<file path="src/shared/hci_pkg.sv">
package hci_pkg;

  // ----------------------------------------
  // Register bus
  // ----------------------------------------
  localparam int ADDR_W = 8;
  localparam int DATA_W = 8;

  localparam logic [7:0] TOP_STAT_ADDR = 8'h00;
  localparam logic [7:0] TOP_MASK_ADDR = 8'h01;
  localparam logic [7:0] D_STAT_ADDR = 8'h02;
  localparam logic [7:0] D_MASK_ADDR = 8'h03;
  localparam logic [7:0] D_EXT_ADDR = 8'h04;
  localparam logic [7:0] D_CMD_ADDR = 8'h05;
  localparam logic [7:0] D_MODE_ADDR = 8'h06;
  localparam logic [7:0] CI_RX_ADDR = 8'h07;

  // B channel A sits in page 1, channel B in page 2
  localparam logic [3:0] B_PAGE_A = 4'h1;
  localparam logic [3:0] B_STAT_OFS = 4'h0;
  localparam logic [3:0] B_MASK_OFS = 4'h1;
  localparam logic [3:0] B_EXT_OFS = 4'h2;
  localparam logic [3:0] B_CMD_OFS = 4'h3;

  // ----------------------------------------
  // Field positions
  // ----------------------------------------
  localparam int TOP_EXB = 0;
  localparam int TOP_ICB = 1;
  localparam int TOP_EXA = 2;
  localparam int TOP_ICA = 3;
  localparam int TOP_EXD = 4;
  localparam int TOP_IDC = 5;

  localparam int D_SECOND_TIMER_EXPIRED_FLAG = 0;
  localparam int D_MOS = 1;
  localparam int D_CIC = 2;
  localparam int D_TIN = 3;
  localparam int D_XPR = 4;
  localparam int D_RSC = 5;
  localparam int D_RPF = 6;
  localparam int D_RME = 7;

  localparam int EXT_RFO = 4;
  localparam int EXT_PCE = 5;
  localparam int EXT_XDU = 6;
  localparam int EXT_XMR = 7;

  localparam int B_XPR = 4;

  localparam int CMD_TRANSMITTER_RESET_CMD = 0;
  localparam int CMD_XTF = 1;
  localparam int CMD_XIF = 2;
  localparam int CMD_XME = 3;
  localparam int CMD_RMC = 4;

  localparam int MODE_AUTO = 0;

  // ----------------------------------------
  // Reset values
  // ----------------------------------------
  localparam logic [7:0] STAT_RST = 8'h00;
  localparam logic [7:0] MASK_RST = 8'h00;
  localparam logic [7:0] MODE_RST = 8'h00;
  localparam logic [3:0] CI_RST = 4'h0;

  // ----------------------------------------
  // Types
  // ----------------------------------------
  typedef enum logic [1:0] {
    TX_IDLE = 2'b00,
    TX_SEND = 2'b01,
    TX_EOM = 2'b11,
    TX_ACKW = 2'b10
  } hci_tx_state_t;

  typedef struct packed {
    logic poolFreed;
    logic frameDone;
    logic fifoDrained;
    logic repeatReq;
  } hci_b_ev_t;

  typedef struct packed {
    logic rxPoolFull;
    logic rxMsgEnd;
    logic rxOverflow;
    logic protoErr;
    logic poolFreed;
    logic frameDone;
    logic peerAck;
    logic fifoDrained;
    logic txError;
    logic peerNack;
    logic peerStatus;
    logic extTimer;
    logic t200Expired;
    logic n200Expired;
    logic timer2;
    logic ciChange;
    logic [3:0] ciCode;
    logic monStatus;
  } hci_d_ev_t;

endpackage

</file>
<file path="src/rtl/hci_int_status.sv">
`timescale 1ns/1ps
`default_nettype none

// How it works
// - B pool ready after reset or empty pool
// - B pool ready per freed pool, no end
// - B after end: ready when frame out
// - B message repeat sets extended flag
// - B underrun when drained before end
// - D status read clears unmasked bits but C/I
// - D extended read clears it and summary
// - D mask hides bit, event kept pending
// - Read under mask leaves pending untouched
// - Top mask blocks extended summary, interrupt
// - C/I sets bit even masked, no interrupt
// - D causes visible in status, extended registers
// - Pool full; host reads 32, sends complete
// - Message end flagged; host acknowledges complete
// - D overflow when whole frame lost
// - Protocol error in automatic mode only
// - D pool ready when FIFO accepts data
// - Auto info-frame end: ready only after peer ack
// - Repeat on error or auto-mode nack
// - D underrun aborts frame before end
// - Auto mode peer ready/not-ready status change
// - Timer flag: external, or auto-mode T200 with N200
// - Timer 2 flag, no special acknowledge
// - Interrupt low while unmasked source pending
// - Top bits 5-0 summarise lower registers
module hci_int_status (
  input wire logic clk,
  input wire logic resetn,
  input wire logic [7:0] regAddr,
  input wire logic [7:0] regWdata,
  input wire logic regWr,
  input wire logic regRd,
  output logic [7:0] regRdata,
  input wire hci_pkg::hci_b_ev_t [1:0] bEv,
  input wire hci_pkg::hci_d_ev_t dEv,
  output logic [1:0] bTxAbort,
  output logic dTxAbort,
  output logic dRxMsgComplete,
  output logic intN
);

  // ----------------------------------------
  // Address decode
  // ----------------------------------------
  logic wrTopMask, wrDMask, wrDCmd, wrDMode, rdDStat, rdDExt, rdCi;
  logic [1:0] wrBMask, wrBCmd, rdBStat, rdBExt;

  always_comb begin
    wrTopMask = regWr && (regAddr == hci_pkg::TOP_MASK_ADDR);
    wrDMask = regWr && (regAddr == hci_pkg::D_MASK_ADDR);
    wrDCmd = regWr && (regAddr == hci_pkg::D_CMD_ADDR);
    wrDMode = regWr && (regAddr == hci_pkg::D_MODE_ADDR);
    rdDStat = regRd && (regAddr == hci_pkg::D_STAT_ADDR);
    rdDExt = regRd && (regAddr == hci_pkg::D_EXT_ADDR);
    rdCi = regRd && (regAddr == hci_pkg::CI_RX_ADDR);
    for (int i = 0; i < 2; i++) begin
      logic pageHit;
      pageHit = regAddr[7:4] == 4'(hci_pkg::B_PAGE_A + 4'(i));
      wrBMask[i] = regWr && pageHit && (regAddr[3:0] == hci_pkg::B_MASK_OFS);
      wrBCmd[i] = regWr && pageHit && (regAddr[3:0] == hci_pkg::B_CMD_OFS);
      rdBStat[i] = regRd && pageHit && (regAddr[3:0] == hci_pkg::B_STAT_OFS);
      rdBExt[i] = regRd && pageHit && (regAddr[3:0] == hci_pkg::B_EXT_OFS);
    end
  end

  // ----------------------------------------
  // B channel transmit sequencing
  // ----------------------------------------
  hci_pkg::hci_tx_state_t [1:0] bState_q, bState_d;
  logic [1:0] bSetXpr, bSetXdu, bAbort_d;

  always_comb begin
    for (int i = 0; i < 2; i++) begin
      logic setXpr;
      logic setXdu;
      logic transmitter_reset_cmd;
      logic transparent_frame_send_cmd;
      logic message_end_cmd;
      setXpr = 1'b0;
      setXdu = 1'b0;
      transmitter_reset_cmd = wrBCmd[i] && regWdata[hci_pkg::CMD_TRANSMITTER_RESET_CMD];
      transparent_frame_send_cmd = wrBCmd[i] && regWdata[hci_pkg::CMD_XTF];
      message_end_cmd = wrBCmd[i] && regWdata[hci_pkg::CMD_XME];
      bState_d[i] = bState_q[i];
      bAbort_d[i] = 1'b0;
      if (transmitter_reset_cmd) begin
        bState_d[i] = hci_pkg::TX_IDLE;
        setXpr = 1'b1;
      end else begin
        case (bState_q[i])
          hci_pkg::TX_IDLE: begin
            if (transparent_frame_send_cmd) begin
              bState_d[i] = message_end_cmd ? hci_pkg::TX_EOM : hci_pkg::TX_SEND;
            end
          end
          hci_pkg::TX_SEND: begin
            if (message_end_cmd) begin
              bState_d[i] = hci_pkg::TX_EOM;
            end else if (bEv[i].fifoDrained) begin
              setXdu = 1'b1;
              bAbort_d[i] = 1'b1;
              bState_d[i] = hci_pkg::TX_IDLE;
            end else if (bEv[i].poolFreed) begin
              setXpr = 1'b1;
            end
          end
          hci_pkg::TX_EOM: begin
            // Pool frees while closing are not reported
            if (bEv[i].frameDone) begin
              setXpr = 1'b1;
              bState_d[i] = hci_pkg::TX_IDLE;
            end
          end
          default: begin
            bState_d[i] = hci_pkg::TX_IDLE;
          end
        endcase
      end
      bSetXpr[i] = setXpr;
      bSetXdu[i] = setXdu;
    end
  end

  always_ff @(posedge clk) begin
    if (!resetn) begin
      bState_q[0] <= hci_pkg::TX_IDLE;
      bState_q[1] <= hci_pkg::TX_IDLE;
      bTxAbort <= 2'h0;
    end else begin
      bState_q <= bState_d;
      bTxAbort <= bAbort_d;
    end
  end

  // ----------------------------------------
  // B channel status, mask, extended
  // ----------------------------------------
  logic [1:0] bXpr_q, bXpr_d, bXmr_q, bXmr_d, bXdu_q, bXdu_d;
  logic [1:0] bMask_q, bMask_d, bVis;

  always_comb begin
    for (int i = 0; i < 2; i++) begin
      bMask_d[i] = wrBMask[i] ? regWdata[hci_pkg::B_XPR] : bMask_q[i];
      // Masked flag survives the read, so it shows once unmasked
      bXpr_d[i] = bSetXpr[i] || (bXpr_q[i] && !(rdBStat[i] && !bMask_q[i]));
      bXmr_d[i] = bEv[i].repeatReq || (bXmr_q[i] && !rdBExt[i]);
      bXdu_d[i] = bSetXdu[i] || (bXdu_q[i] && !rdBExt[i]);
      bVis[i] = bXpr_q[i] && !bMask_q[i];
    end
  end

  always_ff @(posedge clk) begin
    if (!resetn) begin
      bXpr_q <= 2'h0;
      bXmr_q <= 2'h0;
      bXdu_q <= 2'h0;
      bMask_q <= 2'h0;
    end else begin
      bXpr_q <= bXpr_d;
      bXmr_q <= bXmr_d;
      bXdu_q <= bXdu_d;
      bMask_q <= bMask_d;
    end
  end

  // ----------------------------------------
  // D channel transmit sequencing
  // ----------------------------------------
  hci_pkg::hci_tx_state_t dState_q, dState_d;
  logic [7:0] dMode_q, dMode_d;
  logic autoMode, dSetXpr, dSetXdu, dAbort_d, dRmc_d;

  always_comb begin
    logic transmitter_reset_cmd;
    logic transparent_frame_send_cmd;
    logic info_frame_send_cmd;
    logic message_end_cmd;
    transmitter_reset_cmd = wrDCmd && regWdata[hci_pkg::CMD_TRANSMITTER_RESET_CMD];
    transparent_frame_send_cmd = wrDCmd && regWdata[hci_pkg::CMD_XTF];
    info_frame_send_cmd = wrDCmd && regWdata[hci_pkg::CMD_XIF];
    message_end_cmd = wrDCmd && regWdata[hci_pkg::CMD_XME];
    // Only bit 0 steers the logic; the other mode bits read back as written
    autoMode = dMode_q[hci_pkg::MODE_AUTO];
    dMode_d = wrDMode ? regWdata : dMode_q;
    dRmc_d = wrDCmd && regWdata[hci_pkg::CMD_RMC];
    dState_d = dState_q;
    dSetXpr = 1'b0;
    dSetXdu = 1'b0;
    dAbort_d = 1'b0;
    if (transmitter_reset_cmd) begin
      dState_d = hci_pkg::TX_IDLE;
      dSetXpr = 1'b1;
    end else begin
      case (dState_q)
        hci_pkg::TX_IDLE: begin
          if (transparent_frame_send_cmd || info_frame_send_cmd) begin
            dState_d = message_end_cmd ? ((info_frame_send_cmd && autoMode) ? hci_pkg::TX_ACKW : hci_pkg::TX_EOM) : hci_pkg::TX_SEND;
          end
        end
        hci_pkg::TX_SEND: begin
          if (message_end_cmd) begin
            dState_d = (info_frame_send_cmd && autoMode) ? hci_pkg::TX_ACKW : hci_pkg::TX_EOM;
          end else if (dEv.fifoDrained) begin
            dSetXdu = 1'b1;
            dAbort_d = 1'b1;
            dState_d = hci_pkg::TX_IDLE;
          end else if (dEv.poolFreed) begin
            dSetXpr = 1'b1;
          end
        end
        hci_pkg::TX_EOM: begin
          if (dEv.frameDone) begin
            dSetXpr = 1'b1;
            dState_d = hci_pkg::TX_IDLE;
          end
        end
        hci_pkg::TX_ACKW: begin
          // Frame fully sent is not enough; the peer must confirm it
          if (dEv.peerAck) begin
            dSetXpr = 1'b1;
            dState_d = hci_pkg::TX_IDLE;
          end
        end
        default: begin
          dState_d = hci_pkg::TX_IDLE;
        end
      endcase
    end
  end

  always_ff @(posedge clk) begin
    if (!resetn) begin
      dState_q <= hci_pkg::TX_IDLE;
      dMode_q <= hci_pkg::MODE_RST;
      dTxAbort <= 1'b0;
      dRxMsgComplete <= 1'b0;
    end else begin
      dState_q <= dState_d;
      dMode_q <= dMode_d;
      dTxAbort <= dAbort_d;
      dRxMsgComplete <= dRmc_d;
    end
  end

  // ----------------------------------------
  // D channel status, mask, extended
  // ----------------------------------------
  logic [7:0] dStat_q, dStat_d, dExt_q, dExt_d, dMask_q, dMask_d;
  logic [7:0] dSet, extSet, dClr, dVis;
  logic [3:0] ciCode_q, ciCode_d;

  always_comb begin
    dSet = 8'h00;
    dSet[hci_pkg::D_RPF] = dEv.rxPoolFull;
    dSet[hci_pkg::D_RME] = dEv.rxMsgEnd;
    dSet[hci_pkg::D_XPR] = dSetXpr;
    dSet[hci_pkg::D_RSC] = autoMode && dEv.peerStatus;
    dSet[hci_pkg::D_TIN] = dEv.extTimer || (autoMode && dEv.t200Expired && dEv.n200Expired);
    dSet[hci_pkg::D_SECOND_TIMER_EXPIRED_FLAG] = dEv.timer2;
    dSet[hci_pkg::D_CIC] = dEv.ciChange;
    dSet[hci_pkg::D_MOS] = dEv.monStatus;
    extSet = 8'h00;
    extSet[hci_pkg::EXT_RFO] = dEv.rxOverflow;
    extSet[hci_pkg::EXT_PCE] = autoMode && dEv.protoErr;
    extSet[hci_pkg::EXT_XDU] = dSetXdu;
    extSet[hci_pkg::EXT_XMR] = dEv.txError || (autoMode && dEv.peerNack);
    // Read clears only the unmasked bits; C/I clears via its own register
    dClr = rdDStat ? ~dMask_q : 8'h00;
    dClr[hci_pkg::D_CIC] = rdCi;
    dStat_d = dSet | (dStat_q & ~dClr);
    dExt_d = extSet | (dExt_q & ~(rdDExt ? 8'hFF : 8'h00));
    dMask_d = wrDMask ? regWdata : dMask_q;
    ciCode_d = dEv.ciChange ? dEv.ciCode : ciCode_q;
    dVis = dStat_q & ~dMask_q;
  end

  always_ff @(posedge clk) begin
    if (!resetn) begin
      dStat_q <= hci_pkg::STAT_RST;
      dExt_q <= hci_pkg::STAT_RST;
      dMask_q <= hci_pkg::MASK_RST;
      ciCode_q <= hci_pkg::CI_RST;
    end else begin
      dStat_q <= dStat_d;
      dExt_q <= dExt_d;
      dMask_q <= dMask_d;
      ciCode_q <= ciCode_d;
    end
  end

  // ----------------------------------------
  // Top-level summary and interrupt
  // ----------------------------------------
  logic [7:0] topMask_q, topMask_d, topSrc, topVis;
  logic intN_d;

  always_comb begin
    topSrc = 8'h00;
    // Summaries are live ORs, so acknowledging a source clears them without a top read
    topSrc[hci_pkg::TOP_IDC] = |dVis;
    topSrc[hci_pkg::TOP_EXD] = |dExt_q;
    topSrc[hci_pkg::TOP_ICA] = bVis[0];
    topSrc[hci_pkg::TOP_EXA] = bXmr_q[0] || bXdu_q[0];
    topSrc[hci_pkg::TOP_ICB] = bVis[1];
    topSrc[hci_pkg::TOP_EXB] = bXmr_q[1] || bXdu_q[1];
    topVis = topSrc & ~topMask_q;
    topMask_d = wrTopMask ? regWdata : topMask_q;
    // Level output: stays low until every unmasked source is read away
    intN_d = ~|topVis;
  end

  always_ff @(posedge clk) begin
    if (!resetn) begin
      topMask_q <= hci_pkg::MASK_RST;
      intN <= 1'b1;
    end else begin
      topMask_q <= topMask_d;
      intN <= intN_d;
    end
  end

  // ----------------------------------------
  // Read data, one cycle after the strobe
  // ----------------------------------------
  logic [7:0] rdata_d;
  // Idle slots return zero so a stray sample reads nothing

  always_comb begin
    rdata_d = 8'h00;
    if (!regRd) begin
      rdata_d = 8'h00;
    end else if (regAddr == hci_pkg::TOP_STAT_ADDR) begin
      rdata_d = topVis;
    end else if (regAddr == hci_pkg::TOP_MASK_ADDR) begin
      rdata_d = topMask_q;
    end else if (regAddr == hci_pkg::D_STAT_ADDR) begin
      rdata_d = dVis;
      rdata_d[hci_pkg::D_CIC] = dStat_q[hci_pkg::D_CIC];
    end else if (regAddr == hci_pkg::D_MASK_ADDR) begin
      rdata_d = dMask_q;
    end else if (regAddr == hci_pkg::D_EXT_ADDR) begin
      rdata_d = dExt_q;
    end else if (regAddr == hci_pkg::D_MODE_ADDR) begin
      rdata_d = dMode_q;
    end else if (regAddr == hci_pkg::CI_RX_ADDR) begin
      rdata_d = {3'h0, dStat_q[hci_pkg::D_CIC], ciCode_q};
    end else if (rdBStat[0]) begin
      rdata_d[hci_pkg::B_XPR] = bVis[0];
    end else if (rdBStat[1]) begin
      rdata_d[hci_pkg::B_XPR] = bVis[1];
    end else if (rdBExt[0]) begin
      rdata_d[hci_pkg::EXT_XMR] = bXmr_q[0];
      rdata_d[hci_pkg::EXT_XDU] = bXdu_q[0];
    end else if (rdBExt[1]) begin
      rdata_d[hci_pkg::EXT_XMR] = bXmr_q[1];
      rdata_d[hci_pkg::EXT_XDU] = bXdu_q[1];
    end else if (regAddr[7:4] == hci_pkg::B_PAGE_A && regAddr[3:0] == hci_pkg::B_MASK_OFS) begin
      rdata_d[hci_pkg::B_XPR] = bMask_q[0];
    end else if (regAddr[7:4] == 4'(hci_pkg::B_PAGE_A + 4'h1) && regAddr[3:0] == hci_pkg::B_MASK_OFS) begin
      rdata_d[hci_pkg::B_XPR] = bMask_q[1];
    end else begin
      rdata_d = 8'h00;
    end
  end

  always_ff @(posedge clk) begin
    if (!resetn) begin
      regRdata <= 8'h00;
    end else begin
      regRdata <= rdata_d;
    end
  end

endmodule

`default_nettype wire

</file>
<file path="config.mk">
export PLATFORM = sky130hd
export DESIGN_NAME = hci_int_status
export DESIGN_NICKNAME = d
export VERILOG_FILES = /design/src/shared/hci_pkg.sv /design/src/rtl/hci_int_status.sv
export SDC_FILE = /design/constraint.sdc
export NUM_CORES = 1
export LEC_CHECK = 0
export BUFFER_PORTS_ARGS = -buffer_cell sky130_fd_sc_hd__buf_4
export CAP_MARGIN = 20
export CORE_ASPECT_RATIO = 0.6
export CORE_MARGIN = 2
export CORE_UTILIZATION = 53
export CTS_BUF_LIST = sky130_fd_sc_hd__clkbuf_8 sky130_fd_sc_hd__clkbuf_16
export DETAILED_ROUTE_END_ITERATION = 6
export PLACE_DENSITY = 0.76
export SYNTH_ARGS = -nofsm -noshare
export SYNTH_HDL_FRONTEND = slang
export SYNTH_SLANG_ARGS = --single-unit
</file>
<file path="constraint.sdc">
create_clock -name clk -period 4.2 [get_ports clk]
set_input_delay 0.63 -clock clk [delete_from_list [all_inputs] [get_ports clk]]
set_output_delay 0.63 -clock clk [all_outputs]
set_load 0.005 [all_outputs]
</file>
## Yosys cells after proc, flatten, opt, wreduce, memory -nomap -nowiden

Index checks and enable logic that the tools add are counted.

- Multiply operators: 0
- $add $sub $neg: 0
- Multiplexer cells: 72
- Divide/modulo/power cells: 0
- Reductions and logical operators: 81
- Shifts and indexed selects: 0
- Magnitude comparators: 0
- Equality and inequality tests: 29
- Bitwise logic cells: 11

Operator list:

| operator | number |
|---|---|
| 2-to-1 mux 8 bit | 9 |
| logical AND 1 bit | 48 |
| 2-to-1 mux 2 bit | 18 |
| 2-to-1 mux 1 bit | 33 |
| equality test 8 x 3 -> 1 bit, second input constant | 4 |
| inverter 8 bit | 4 |
| bitwise AND 8 bit | 3 |
| OR reduction 8 bit | 3 |
| equality test 8 x 2 -> 1 bit, second input constant | 2 |
| bitwise OR 8 bit | 2 |
| inequality test 2 bit, second input constant | 7 |
| equality test 4 x 2 -> 1 bit, second input constant | 3 |
| one-hot mux 2 bit (3 select lines) | 2 |
| logical OR 1 bit | 11 |
| 2-to-1 mux 5 bit | 2 |
| inequality test 3 bit, second input constant | 3 |
| bitwise AND 6 x 8 -> 8 bit | 1 |
| equality test 2 bit, second input constant | 4 |
| equality test 4 x 1 -> 1 bit, second input constant | 2 |
| equality test 8 x 1 -> 1 bit, second input constant | 1 |
| logical NOT 8 bit | 1 |
| 2-to-1 mux 4 bit | 2 |
| one-hot mux 2 bit (4 select lines) | 1 |
| logical NOT 1 bit | 7 |
| other kinds (11) | 20 |

- Memory bits (writable): 0
- Memories kept: 0
- Latch bits: 0
- ROM bits: 0
- Output and inout bits: 13
- Bits of input ports: 49
- Word-level logic and storage cells: 212
- Register bits after elaboration: 71

## Longest topological paths before layout

Gate-level depths: netlist of the first run.

- Word-level depth: 15
- Gate-level depth with buffers: 7
- Depth with buffers taken out: 5

## Worst setup path after synthesis of the first run

OpenSTA, ideal clock, no wires.

- Path kind: input -> register
- Start: input port regAddr[5]
- End: register dExt_q[6]
- Path buffers: 1
- Stages: 6
- Data arrival time: 2.072 ns
- Data required time: 4.085 ns
- Path slack: 2.012 ns
- Library setup time: 0.115 ns
- Cell sequence: or4_4 buf_6 nor4_4 o21ai_2 and4_4 a31o_1

- Longest elaborated chain between the ends: 7
- Elaborated cells on any way between the ends: 13
- Those cells by class: eq/ne (2); mux (4); bitwise (3); reduce/logical (4)

RTL lines:

| element | line | source |
|---|---|---|
| start: declaration | hci_int_status.sv:33 | `input wire logic [7:0] regAddr,` |
| equality test 8 x 3 -> 1 bit | hci_int_status.sv:55 | `wrDCmd = regWr && (regAddr == hci_pkg::D_CMD_ADDR);` |
| logical AND 1 bit | hci_int_status.sv:55 |  |
| logical AND 1 bit | hci_int_status.sv:185 | `message_end_cmd = wrDCmd && regWdata[hci_pkg::CMD_XME];` |
| 2-to-1 mux 1 bit | hci_int_status.sv:205 | `if (message_end_cmd) begin` |
| 2-to-1 mux 1 bit | hci_int_status.sv:198 | `case (dState_q)` |
| 2-to-1 mux 1 bit | hci_int_status.sv:194 | `if (transmitter_reset_cmd) begin` |
| bitwise OR 8 bit * | hci_int_status.sv:275 | `dExt_d = extSet \| (dExt_q & ~(rdDExt ? 8'hFF : 8'h00));` |
| end signal: assignment | hci_int_status.sv:284 | `dExt_q <= hci_pkg::STAT_RST;` |
| end signal: assignment | hci_int_status.sv:289 | `dExt_q <= dExt_d;` |
| end: declaration | hci_int_status.sv:252 | `logic [7:0] dStat_q, dStat_d, dExt_q, dExt_d, dMask_q, dMask_d;` |

Every way passes the cells marked *; elsewhere a longest branch is shown, timed or not.
A chain may end at the register's enable or synchronous reset.

## Worst setup path in the final report of the first run

- Start: input port regAddr[5]
- End: register dMask_q[2]

- Longest elaborated chain between the ends: 2

RTL lines:

| element | line | source |
|---|---|---|
| equality test 8 x 2 -> 1 bit | hci_int_status.sv:54 | `wrDMask = regWr && (regAddr == hci_pkg::D_MASK_ADDR);` |
| logical AND 1 bit | hci_int_status.sv:54 |  |
| end signal: assignment | hci_int_status.sv:285 | `dMask_q <= hci_pkg::MASK_RST;` |
| end signal: assignment | hci_int_status.sv:290 | `dMask_q <= dMask_d;` |
| end: declaration | hci_int_status.sv:252 |  |

No other way between the ends.

==> flow_summary.yaml, run 1 <==
status:
  outcome: "finished clean"
synthesis:
  synth_ff_type: "dfxtp_1"
  ys_ff_latch: 71
  syn_area_mm2: 0.003435
  yosys-top-cells-area: "dfxtp_1, mux2i_1, a21oi_1"
  ys_types: 66
  synthesis.nets: 455
  synth_top_area_frac: 0.4138
  ys_warn_count: 0
  netlist_instances: 406
  synth_edf_count: 0
  async_flop_share: 0
  ys_seq_area_frac: 0.4138
  synth.largest_area_cell: "dfxtp_1"
  synth.avg_cell_area_um2: 8.459
run:
  cap_violations: 0
cts:
  cts_setup_buffers: 0
  cts.sinks: 71
  root_buffer: "clkbuf_8"
  cts_resized: 0
  cts.htree.levels: 3
  cts_hold_buf: 0
  numCtsBuffers: 9
  clk_path_buf_depth: 2
  insertion_delay_ps: 350
  cts_tree: "built"
  cts.clk_slew.worst_paths_ps: 80
timing:
  worstMarginPinSlew_ps: 1014
  finalClockSkew_ps: 13.19
  hold_viol: 0
  slew_viol_final: 0
  max_freq_mhz: 415.5
  fin_setup_tns_ps: 0
  fin_crit_sh: 0.5731
  relSlewSlack: 0.3143
  setup_viol: 0
  period_needed_ps: 2407
  hold_ws_ps: 473.9
  grt_setup_unrepaired: "no"
die:
  die-area_mm2: 0.007161
  coreArea_mm2: 0.006193
  die_h_um: 66.36
  die_w_um: 107.9
  io_pins: 62
  fp-row-count: 22
  initial_core_util: 0.5545
route:
  drt_iter0_drc: 388
  postRouteAntennaNets: 0
  firstDrtPassIters: 6
  drt-vias-per-instance: 6.163
  routedWlPerCell_um: 18.56
  num_vias: 3396
  wirelength_um: 10230
  drc: 0
worst_setup_path:
  crit_type: "input port to register"
  worstPathMaxFanout: 8
  r2r_end: "regRdata[5]$_SDFF_PN0_"
  start_kind: "input port"
  r2r_cells: 5
  critPathArrivalTime_ps: 2630
  required_ps: 4420
  end_kind: "register"
  reg2reg_slack_ps: 2800
  r2r_start: "dMask_q[4]$_SDFFE_PN0P_"
worst_hold_path:
  hold_path_end: "topMask_q[6]$_SDFFE_PN0P_"
  whs_path_depth: 2
  hold_start: "topMask_q[6]$_SDFFE_PN0P_"
  hp-class: "register to register"
cells_and_area:
  fin_nets: 511
  diodes: 0
  most-common-layout-cells: "dfxtp_1, buf_4, nor2_1, a21oi_1, nand2_1"
  finish.utilization: 0.6663
  drive_gt1_frac: 0.2141
  area_delta_synth_final_pct: 20.15
  mostFrequentLayoutCell: "dfxtp_1"
  fillers: 560
grt:
  antenna_found_initial: 0
  grt_max_degree: 34
  grt_overflow: 0
  grt_pass1_vias: 3000
  grt_usage: 0.3009
  grt_pass1_wl_um: 16240
placement:
  port_buffers: 61
  place.gp.congestion: 0.9764
  dpl.hpwl_um: 7564
power:
  pwr_density_cell_mw_per_mm2: 332.0
  leakage_nw: 1.669
  ir_worst_vdd_uv: 231.1
## kinds of logic (layout without fill, tap and decap cells)
logic type / Yosys count / in the layout / share of synthesized area
buf+inv: 33 / 94 / 0.04080
compound gates: 101 / 101 / 0.1934
flops: 71 / 71 / 0.4138
mux: 27 / 27 / 0.08051
simple gates: 174 / 174 / 0.2714
## through the flow
| stage | cells | power [W] | setup slack [ps] | instance area (um2) |
|---|---|---|---|---|
| after floorplan | 406 | 0.0007676 | 2012 | 3435 |
| after global placement | 535 | 0.0008315 | 1593 | 3929 |
| after detailed placement | 535 | 0.0008333 | 1528 | 3929 |
| after CTS | 551 | 0.001366 | 1885 | 4126 |
| after global routing | 551 | 0.001412 | 1674 | 4126 |
| final | 551 | 0.001370 | 1793 | 4126 |
## cells in the mapped netlist (2+ instances only)
library cell	instances
and3_1	7
a32oi_1	3
clkbuf_1	13
dfxtp_1	71
a22oi_1	9
a21oi_1	36
nand3_1	22
o21a_1	2
nor4b_1	2
o22ai_1	4
o21ai_0	14
a22o_1	4
nand2_1	33
a31oi_1	6
mux2i_1	22
nand2b_1	7
nor3_1	6
buf_1	2
o221ai_1	3
nand4b_1	3
a41oi_1	3
nor2b_1	13
buf_6	2
nor3b_1	3
mux2_2	5
inv_1	14
a31o_2	2
nor4_1	6
nand4_1	4
nor2_1	48
or2_2	2
## final cells by class
| type | instances | area (um2) | share of cell area |
|---|---|---|---|
| multi-input cells | 302 | 1873 | 0.4539 |
| flip-flops and latches | 71 | 1421 | 0.3445 |
| repair buffers | 63 | 473.0 | 0.1146 |
| clock buffers | 9 | 123.9 | 0.03002 |
| well taps | 84 | 105.1 | 0.02547 |
| clock inverters | 7 | 73.82 | 0.01789 |
| inverters | 15 | 56.30 | 0.01364 |
## registers in the layout, summed over array words and instances (netlist names)
signal          cells
dExt_q              8
bXpr_q              2
topMask_q           8
bXdu_q              2
dTxAbort            1
regRdata            8
dState_q            2
ciCode_q            4
bXmr_q              2
dStat_q             8
intN                1
dMode_q             8
bTxAbort            2
bState_q            4
dMask_q             8
dRxMsgComplete      1
bMask_q             2
## how the worst max path moves through the flow
stage                     from                 endpoint  slack, ps  cells past startpoint
global route        regAddr[5]   regRdata[1]$_SDFF_PN0_       1670                      6
global placement    regAddr[5]  dMask_q[4]$_SDFFE_PN0P_       1590                      6
CTS                 regAddr[5]  dMask_q[0]$_SDFFE_PN0P_       1890                      6
finish              regAddr[5]  dMask_q[2]$_SDFFE_PN0P_       1790                      6
floorplan           regAddr[5]     dExt_q[6]$_SDFF_PN0_       2010                      6
detailed placement  regAddr[5]  dMask_q[0]$_SDFFE_PN0P_       1530                      6
## layer usage
layer  vias to the layer above  wire length [um]  part of all wire  track usage
met5                         -                 0                 0            0
met4                         0                89            0.0087      0.06090
met3                        12              1282              0.13      0.06798
met2                       221              4105              0.40       0.4206
met1                      1580              4748              0.46       0.4655
li1                       1583                 -                 -            -
## worst max-delay path: stages
cell and delay, ps:
buf_4 130, nor4_1 660, nand2_1 400, or3_1 610, nand2_1 130, a21oi_1 70
## report_power, final
part           switching, W  internal [W]  leakage [nW]
sequential       0.00000823      0.000683         0.576
combinational     0.0000744     0.0000559         0.999
clock              0.000274      0.000275        0.0933
(Power assumes the default switching activity.)
==> run 2, diff against run 1 <==
--- a/config.mk
+++ b/config.mk
@@ -5,6 +5,7 @@
 export SDC_FILE = /design/constraint.sdc
 export NUM_CORES = 1
 export LEC_CHECK = 0
+export ABC_AREA = 1
 export BUFFER_PORTS_ARGS = -buffer_cell sky130_fd_sc_hd__buf_4
 export CAP_MARGIN = 20
 export CORE_ASPECT_RATIO = 0.6
==> constraint.sdc (replaced) <==
create_clock -name clk -period 2.25 [get_ports clk]
set_input_delay 0.3375 -clock clk [delete_from_list [all_inputs] [get_ports clk]]
set_output_delay 0.3375 -clock clk [all_outputs]
set_load 0.005 [all_outputs]
==> run 2 against run 1 <==
Against the previous run:
- critical path depth up 4
- worst setup slack worse by 1100 ps
- wire length up 3.5%
- sequential power up 88%
- power up 95%
- global-route usage up 0.93 points
- clock power up 110%
- design area up 3.8%
- utilization down 1.4 points
- cell count up 19%
- non-clock buffer count up 1
- critical endpoint is now topMask_q[1]$_SDFFE_PN0P_
- largest power group unchanged
==> flow_summary.yaml, run 2 <==
status:
  outcome: "finished clean"
die:
  die_h_um: 67.29
  io_pins: 62
  initial_core_util: 0.5393
  coreArea_mm2: 0.006561
  die_w_um: 109.5
  fp-row-count: 23
  die-area_mm2: 0.007367
power:
  swShare: 0.2487
  clockPowerShare: 0.425
  pwr_density_cell_mw_per_mm2: 623.8
  leakage_nw: 2.002
  intPower_w: 0.002007
  ir_worst_vdd_uv: 538.8
  p_comb_frac: 0.090
  seqPwrFrac: 0.485
  switchingPower_w: 0.0006641
worst_setup_path:
  r2r_end: "regRdata[4]$_SDFF_PN0_"
  r2r_start: "bMask_q[1]$_SDFFE_PN0P_"
  required_ps: 2540
  start_kind: "input port"
  crit_type: "input port to register"
  reg2reg_slack_ps: 950
  worstPathMaxFanout: 12
  end_kind: "register"
  critPathArrivalTime_ps: 1850
  r2r_cells: 9
cts:
  cts.htree.levels: 3
  cts_resized: 0
  cts_tree: "built"
  cts_hold_buf: 0
  root_buffer: "clkbuf_8"
  cts.sinks: 71
  insertion_delay_ps: 350
  cts.clk_slew.worst_paths_ps: 80
  clk_path_buf_depth: 2
  numCtsBuffers: 9
  cts_setup_buffers: 0
timing:
  setup_ws_ps: 692.6
  setup_viol: 0
  hold_ws_ps: 206.4
  hold_viol: 0
  fin_crit_sh: 0.6922
  max_freq_mhz: 642.1
  relSlewSlack: 0.6941
  worstMarginPinSlew_ps: 458.2
  finalClockSkew_ps: 9.427
  fin_setup_tns_ps: 0
  slew_viol_final: 0
  grt_setup_unrepaired: "no"
  period_needed_ps: 1557
cells_and_area:
  area_delta_synth_final_pct: 21.00
  fin_nets: 612
  diodes: 0
  fillers: 606
  most-common-layout-cells: "nand2_1, inv_1, dfxtp_1, buf_4, nor2_1"
  seq_area_mm2: 0.001421
  multiInputGateArea_mm2: 0.001727
  drive_gt1_frac: 0.1972
  finish.utilization: 0.6526
  fin_cells: 655
  mostFrequentLayoutCell: "nand2_1"
worst_hold_path:
  hold_path_end: "dExt_q[4]$_SDFF_PN0_"
  hp-class: "input port to register"
  hold_start: "dEv[18]"
  whs_path_depth: 3
synthesis:
  synthesis.nets: 547
  ys_types: 41
  ys_ff_latch: 71
  ys_warn_count: 0
  synth.avg_cell_area_um2: 7.105
  async_flop_share: 0
  yosysMostFrequentCell: "nand2_1"
  synth.top_cells.by_count: "nand2_1, inv_1, dfxtp_1"
  ys_seq_area_frac: 0.4017
  synth_top_area_frac: 0.4017
  netlist_instances: 498
  synth_edf_count: 0
  yosys-top-cells-area: "dfxtp_1, nand2_1, inv_1"
  synth_ff_type: "dfxtp_1"
  syn_area_mm2: 0.003538
  synth.largest_area_cell: "dfxtp_1"
placement:
  port_buffers: 61
  dpl.hpwl_um: 8338
  place.gp.congestion: 0.9332
  dp_slack_ps: 359.6
  dp.cells: 639
grt:
  grt_usage: 0.3102
  grt_max_degree: 31
  grt_pass1_vias: 3146
  antenna_found_initial: 0
  grt_overflow: 0
  grt_pass1_wl_um: 16620
route:
  drt_iter0_drc: 309
  firstDrtPassIters: 4
  drc: 0
  num_vias: 3552
  wirelength_um: 10580
  routedWlPerCell_um: 16.15
  drt-vias-per-instance: 5.423
  postRouteAntennaNets: 0
run:
  cap_violations: 0
[run 2: worst max-delay path: stages]
cell and delay, ps:
buf_4 130, inv_1 110, nand2_1 140, nor2_4 190, inv_2 80, nor2_4 270, nand2_2 150, inv_2 190
o21ai_0 110, a21oi_1 130
[run 2: cells by family after synthesis]
group | count (synthesis) | synth area share
DFF | 71 | 0.4017
and+or+nand+nor | 218 | 0.3034
buffers and inverters | 96 | 0.1103
AOI/OAI and AO/OA | 113 | 0.1846
[run 2: power groups by stage]
stage,clock network (W),logic (W),registers (W)
after floorplan,0,0.000120,0.00132
after detailed placement,0,0.000237,0.00132
after global routing,0.00121,0.000266,0.00130
after CTS,0.00115,0.000238,0.00129
final,0.00113,0.000241,0.00130
after global placement,0,0.000234,0.00132
[run 2: per-layer routing]
metal	track usage	routed length, um
met1	0.4834	5548
met5	0	0
met2	0.4267	4054
met4	0.06487	85
met3	0.07432	892
[run 2: how the worst max path moves through the flow]
| stage | slack [ps] | depth (start not counted) | from | endpoint |
|---|---|---|---|---|
| 6_report | 690 | 10 | regAddr[1] | topMask_q[1]$_SDFFE_PN0P_ |
| 5_1_grt | 540 | 10 | regAddr[1] | topMask_q[3]$_SDFFE_PN0P_ |
| 4_1_cts | 730 | 10 | regAddr[1] | topMask_q[1]$_SDFFE_PN0P_ |
| 3_5_place_dp | 360 | 10 | regAddr[1] | topMask_q[1]$_SDFFE_PN0P_ |
| 3_3_place_gp | 350 | 10 | regAddr[1] | topMask_q[2]$_SDFFE_PN0P_ |
| 2_1_floorplan | 840 | 9 | regAddr[7] | regRdata[4]$_SDFF_PN0_ |
[run 2: area by class of cell]
| class | count | share of cell area |
|---|---|---|
| inverter | 86 | 0.07598 |
| multi-input combinational | 331 | 0.4033 |
| timing repair buffer | 64 | 0.1122 |
| clock inverter | 7 | 0.02221 |
| sequential | 71 | 0.3320 |
| clock buffer | 9 | 0.02893 |
| tap | 87 | 0.02542 |
[run 2: metrics by stage]
| step | power, W | cell area, um2 |
|---|---|---|
| floorplan | 0.001438 | 3538 |
| global placement | 0.001558 | 4063 |
| detailed placement | 0.001561 | 4063 |
| CTS | 0.002683 | 4282 |
| global route | 0.002775 | 4282 |
| finish | 0.002671 | 4282 |
==> run 3, diff against run 2 <==
==> constraint.sdc (replaced) <==
create_clock -name clk -period 1.6 [get_ports clk]
set_input_delay 0.24 -clock clk [delete_from_list [all_inputs] [get_ports clk]]
set_output_delay 0.24 -clock clk [all_outputs]
set_load 0.005 [all_outputs]
==> run 3 against run 2 <==
Against the previous run:
- critical path depth stayed put
- via count rose by 0.84%
- critical path type unchanged
- largest cell class unchanged
- register-to-register slack worse by 620 ps
- sequential cell count stayed put
- sequential share of layout area shrank 1.1 points
==> flow_summary.yaml, run 3 (synthesis results as in run 2) <==
worst_hold_path:
  whs_path_depth: 3
  hp-class: "input port to register"
timing:
  max_freq_mhz: 739.7
  period_needed_ps: 1352
  fin_crit_sh: 0.8450
  hold_viol: 0
  slew_viol_final: 0
  finalClockSkew_ps: 12.98
  fin_setup_tns_ps: 0
  relSlewSlack: 0.7562
  setup_viol: 0
  grt_setup_unrepaired: "no"
  worstMarginPinSlew_ps: 362.3
power:
  leakage_nw: 2.091
  ir_worst_vdd_uv: 742.1
  pwr_density_cell_mw_per_mm2: 887.9
  switchingPower_w: 0.0009355
  p_comb_frac: 0.089
  swShare: 0.2381
  clockPowerShare: 0.447
  seqPwrFrac: 0.464
  intPower_w: 0.002993
worst_setup_path:
  r2r_cells: 9
  required_ps: 1850
  cp_num_buf_inv: 2
  cp_top_family: "simple AND/OR/NAND/NOR gates"
  crit_top_cell: "nand2_1"
  crit_type: "input port to register"
  worstPathMaxFanout: 8
  start_kind: "input port"
  cpPeakStageDelay_ps: 240
  crit_chain: "buf_4 -> nor2_4 -> nand2_4 -> nor2_8 -> nand2_1 -> or2_0 -> nand2_1 -> nand4_1 -> nand2_1 -> inv_1"
  reg2reg_slack_ps: 330
  end_kind: "register"
  crit_path_top_delay_cell: "or2_0"
  cp_num_cells: 10
  critPathArrivalTime_ps: 1610
placement:
  port_buffers: 61
  dpl.hpwl_um: 8219
  place.gp.congestion: 1.011
  placed_area_mm2: 0.004180
  dp.cells: 653
route:
  num_vias: 3582
  drt-vias-per-instance: 5.354
  routedWlPerCell_um: 15.59
  wirelength_um: 10430
  postRouteAntennaNets: 0
  firstDrtPassIters: 5
  drc: 0
  drt_iter0_drc: 318
cts:
  root_buffer: "clkbuf_8"
  insertion_delay_ps: 360
  cts_resized: 0
  cts.sinks: 71
  cts_hold_buf: 0
  cts_setup_buffers: 0
  cts.clk_slew.worst_paths_ps: 80
  cts_tree: "built"
  clk_path_buf_depth: 2
  numCtsBuffers: 9
  cts.htree.levels: 3
cells_and_area:
  area_delta_synth_final_pct: 25.04
  finish.utilization: 0.6743
  mostFrequentLayoutCell: "nand2_1"
  diodes: 0
  drive_gt1_frac: 0.2148
  fin_cells: 669
  final_cell_area_mm2: 0.004424
  most-common-layout-cells: "nand2_1, inv_1, buf_4, dfxtp_1, nor2_1"
  fin_nets: 626
grt:
  grt_pass1_vias: 3250
  grt_overflow: 0
  grt_max_degree: 31
  antenna_found_initial: 0
  grt_pass1_wl_um: 16570
  grt_usage: 0.3053
die:
  io_pins: 62
  initial_core_util: 0.5393
  die_w_um: 109.5
  die_h_um: 67.29
  fp-row-count: 23
  die-area_mm2: 0.007367
  coreArea_mm2: 0.006561
status:
  outcome: "finished clean"
run:
  cap_violations: 0
[run 3: cell count changes in the layout (fill, tap and decap cells not counted)]
cell        delta
buf_4         +13
clkinv_2       -2
buf_12         +1
bufinv_16      +1
clkinv_4       +1
clkinvlp_4     -1
inv_1          +1
[run 3: routing by layer]
metal,wire (um),part of all wire,track usage
met5,0,0,0
met4,30,0.0029,0.06013
met3,1074,0.10,0.07625
met2,4150,0.40,0.4306
met1,5176,0.50,0.4666
[run 3: path summary, 6_finish.rpt]
path | start | end
setup / recovery | regAddr[7] | regRdata[4]$_SDFF_PN0_
hold / removal | bEv[4] | bXmr_q[1]$_SDFF_PN0_
setup reg to reg | bMask_q[1]$_SDFFE_PN0P_ | regRdata[4]$_SDFF_PN0_
hold reg to reg | dExt_q[0]$_SDFF_PN0_ | dExt_q[0]$_SDFF_PN0_
[run 3: power by group through the flow]
| stage | logic, W | registers (W) | clock network [W] |
|---|---|---|---|
| 4_1_cts | 0.000348 | 0.00182 | 0.00177 |
| 3_5_place_dp | 0.000346 | 0.00186 | 0 |
| 2_1_floorplan | 0.000169 | 0.00185 | 0 |
| 3_3_place_gp | 0.000340 | 0.00186 | 0 |
| 6_report | 0.000351 | 0.00182 | 0.00176 |
| 5_1_grt | 0.000388 | 0.00182 | 0.00184 |
[run 3: stage by stage]
stage | setup slack [ps] | hold WS [ps] | total power, W
4_1_cts | 299.4 | 91.47 | 0.003937
3_5_place_dp | -60.94 | 453.7 | 0.002207
3_3_place_gp | -76.45 | 444.8 | 0.002201
2_1_floorplan | 288.4 | 357.4 | 0.002023
6_report | 248.1 | 98.04 | 0.003929
5_1_grt | 144.9 | 103.4 | 0.004055
[run 3: worst register-to-register path: cells and delay by family, from the launching register on]
family                 cells  cell delay, ps
buffers and inverters      2              90
DFF                        1             370
and+or+nand+nor            7             720
[run 3: area by class of cell]
| class | instances | area (um2) |
|---|---|---|
| Clock inverter | 7 | 120.1 |
| Tap cell | 87 | 108.9 |
| Fill cell | 597 | 2137 |
| Sequential cell | 71 | 1421 |
| Inverter | 86 | 325.3 |
| Timing Repair Buffer | 78 | 598.1 |
| Clock buffer | 9 | 123.9 |
| Multi-Input combinational cell | 331 | 1727 |
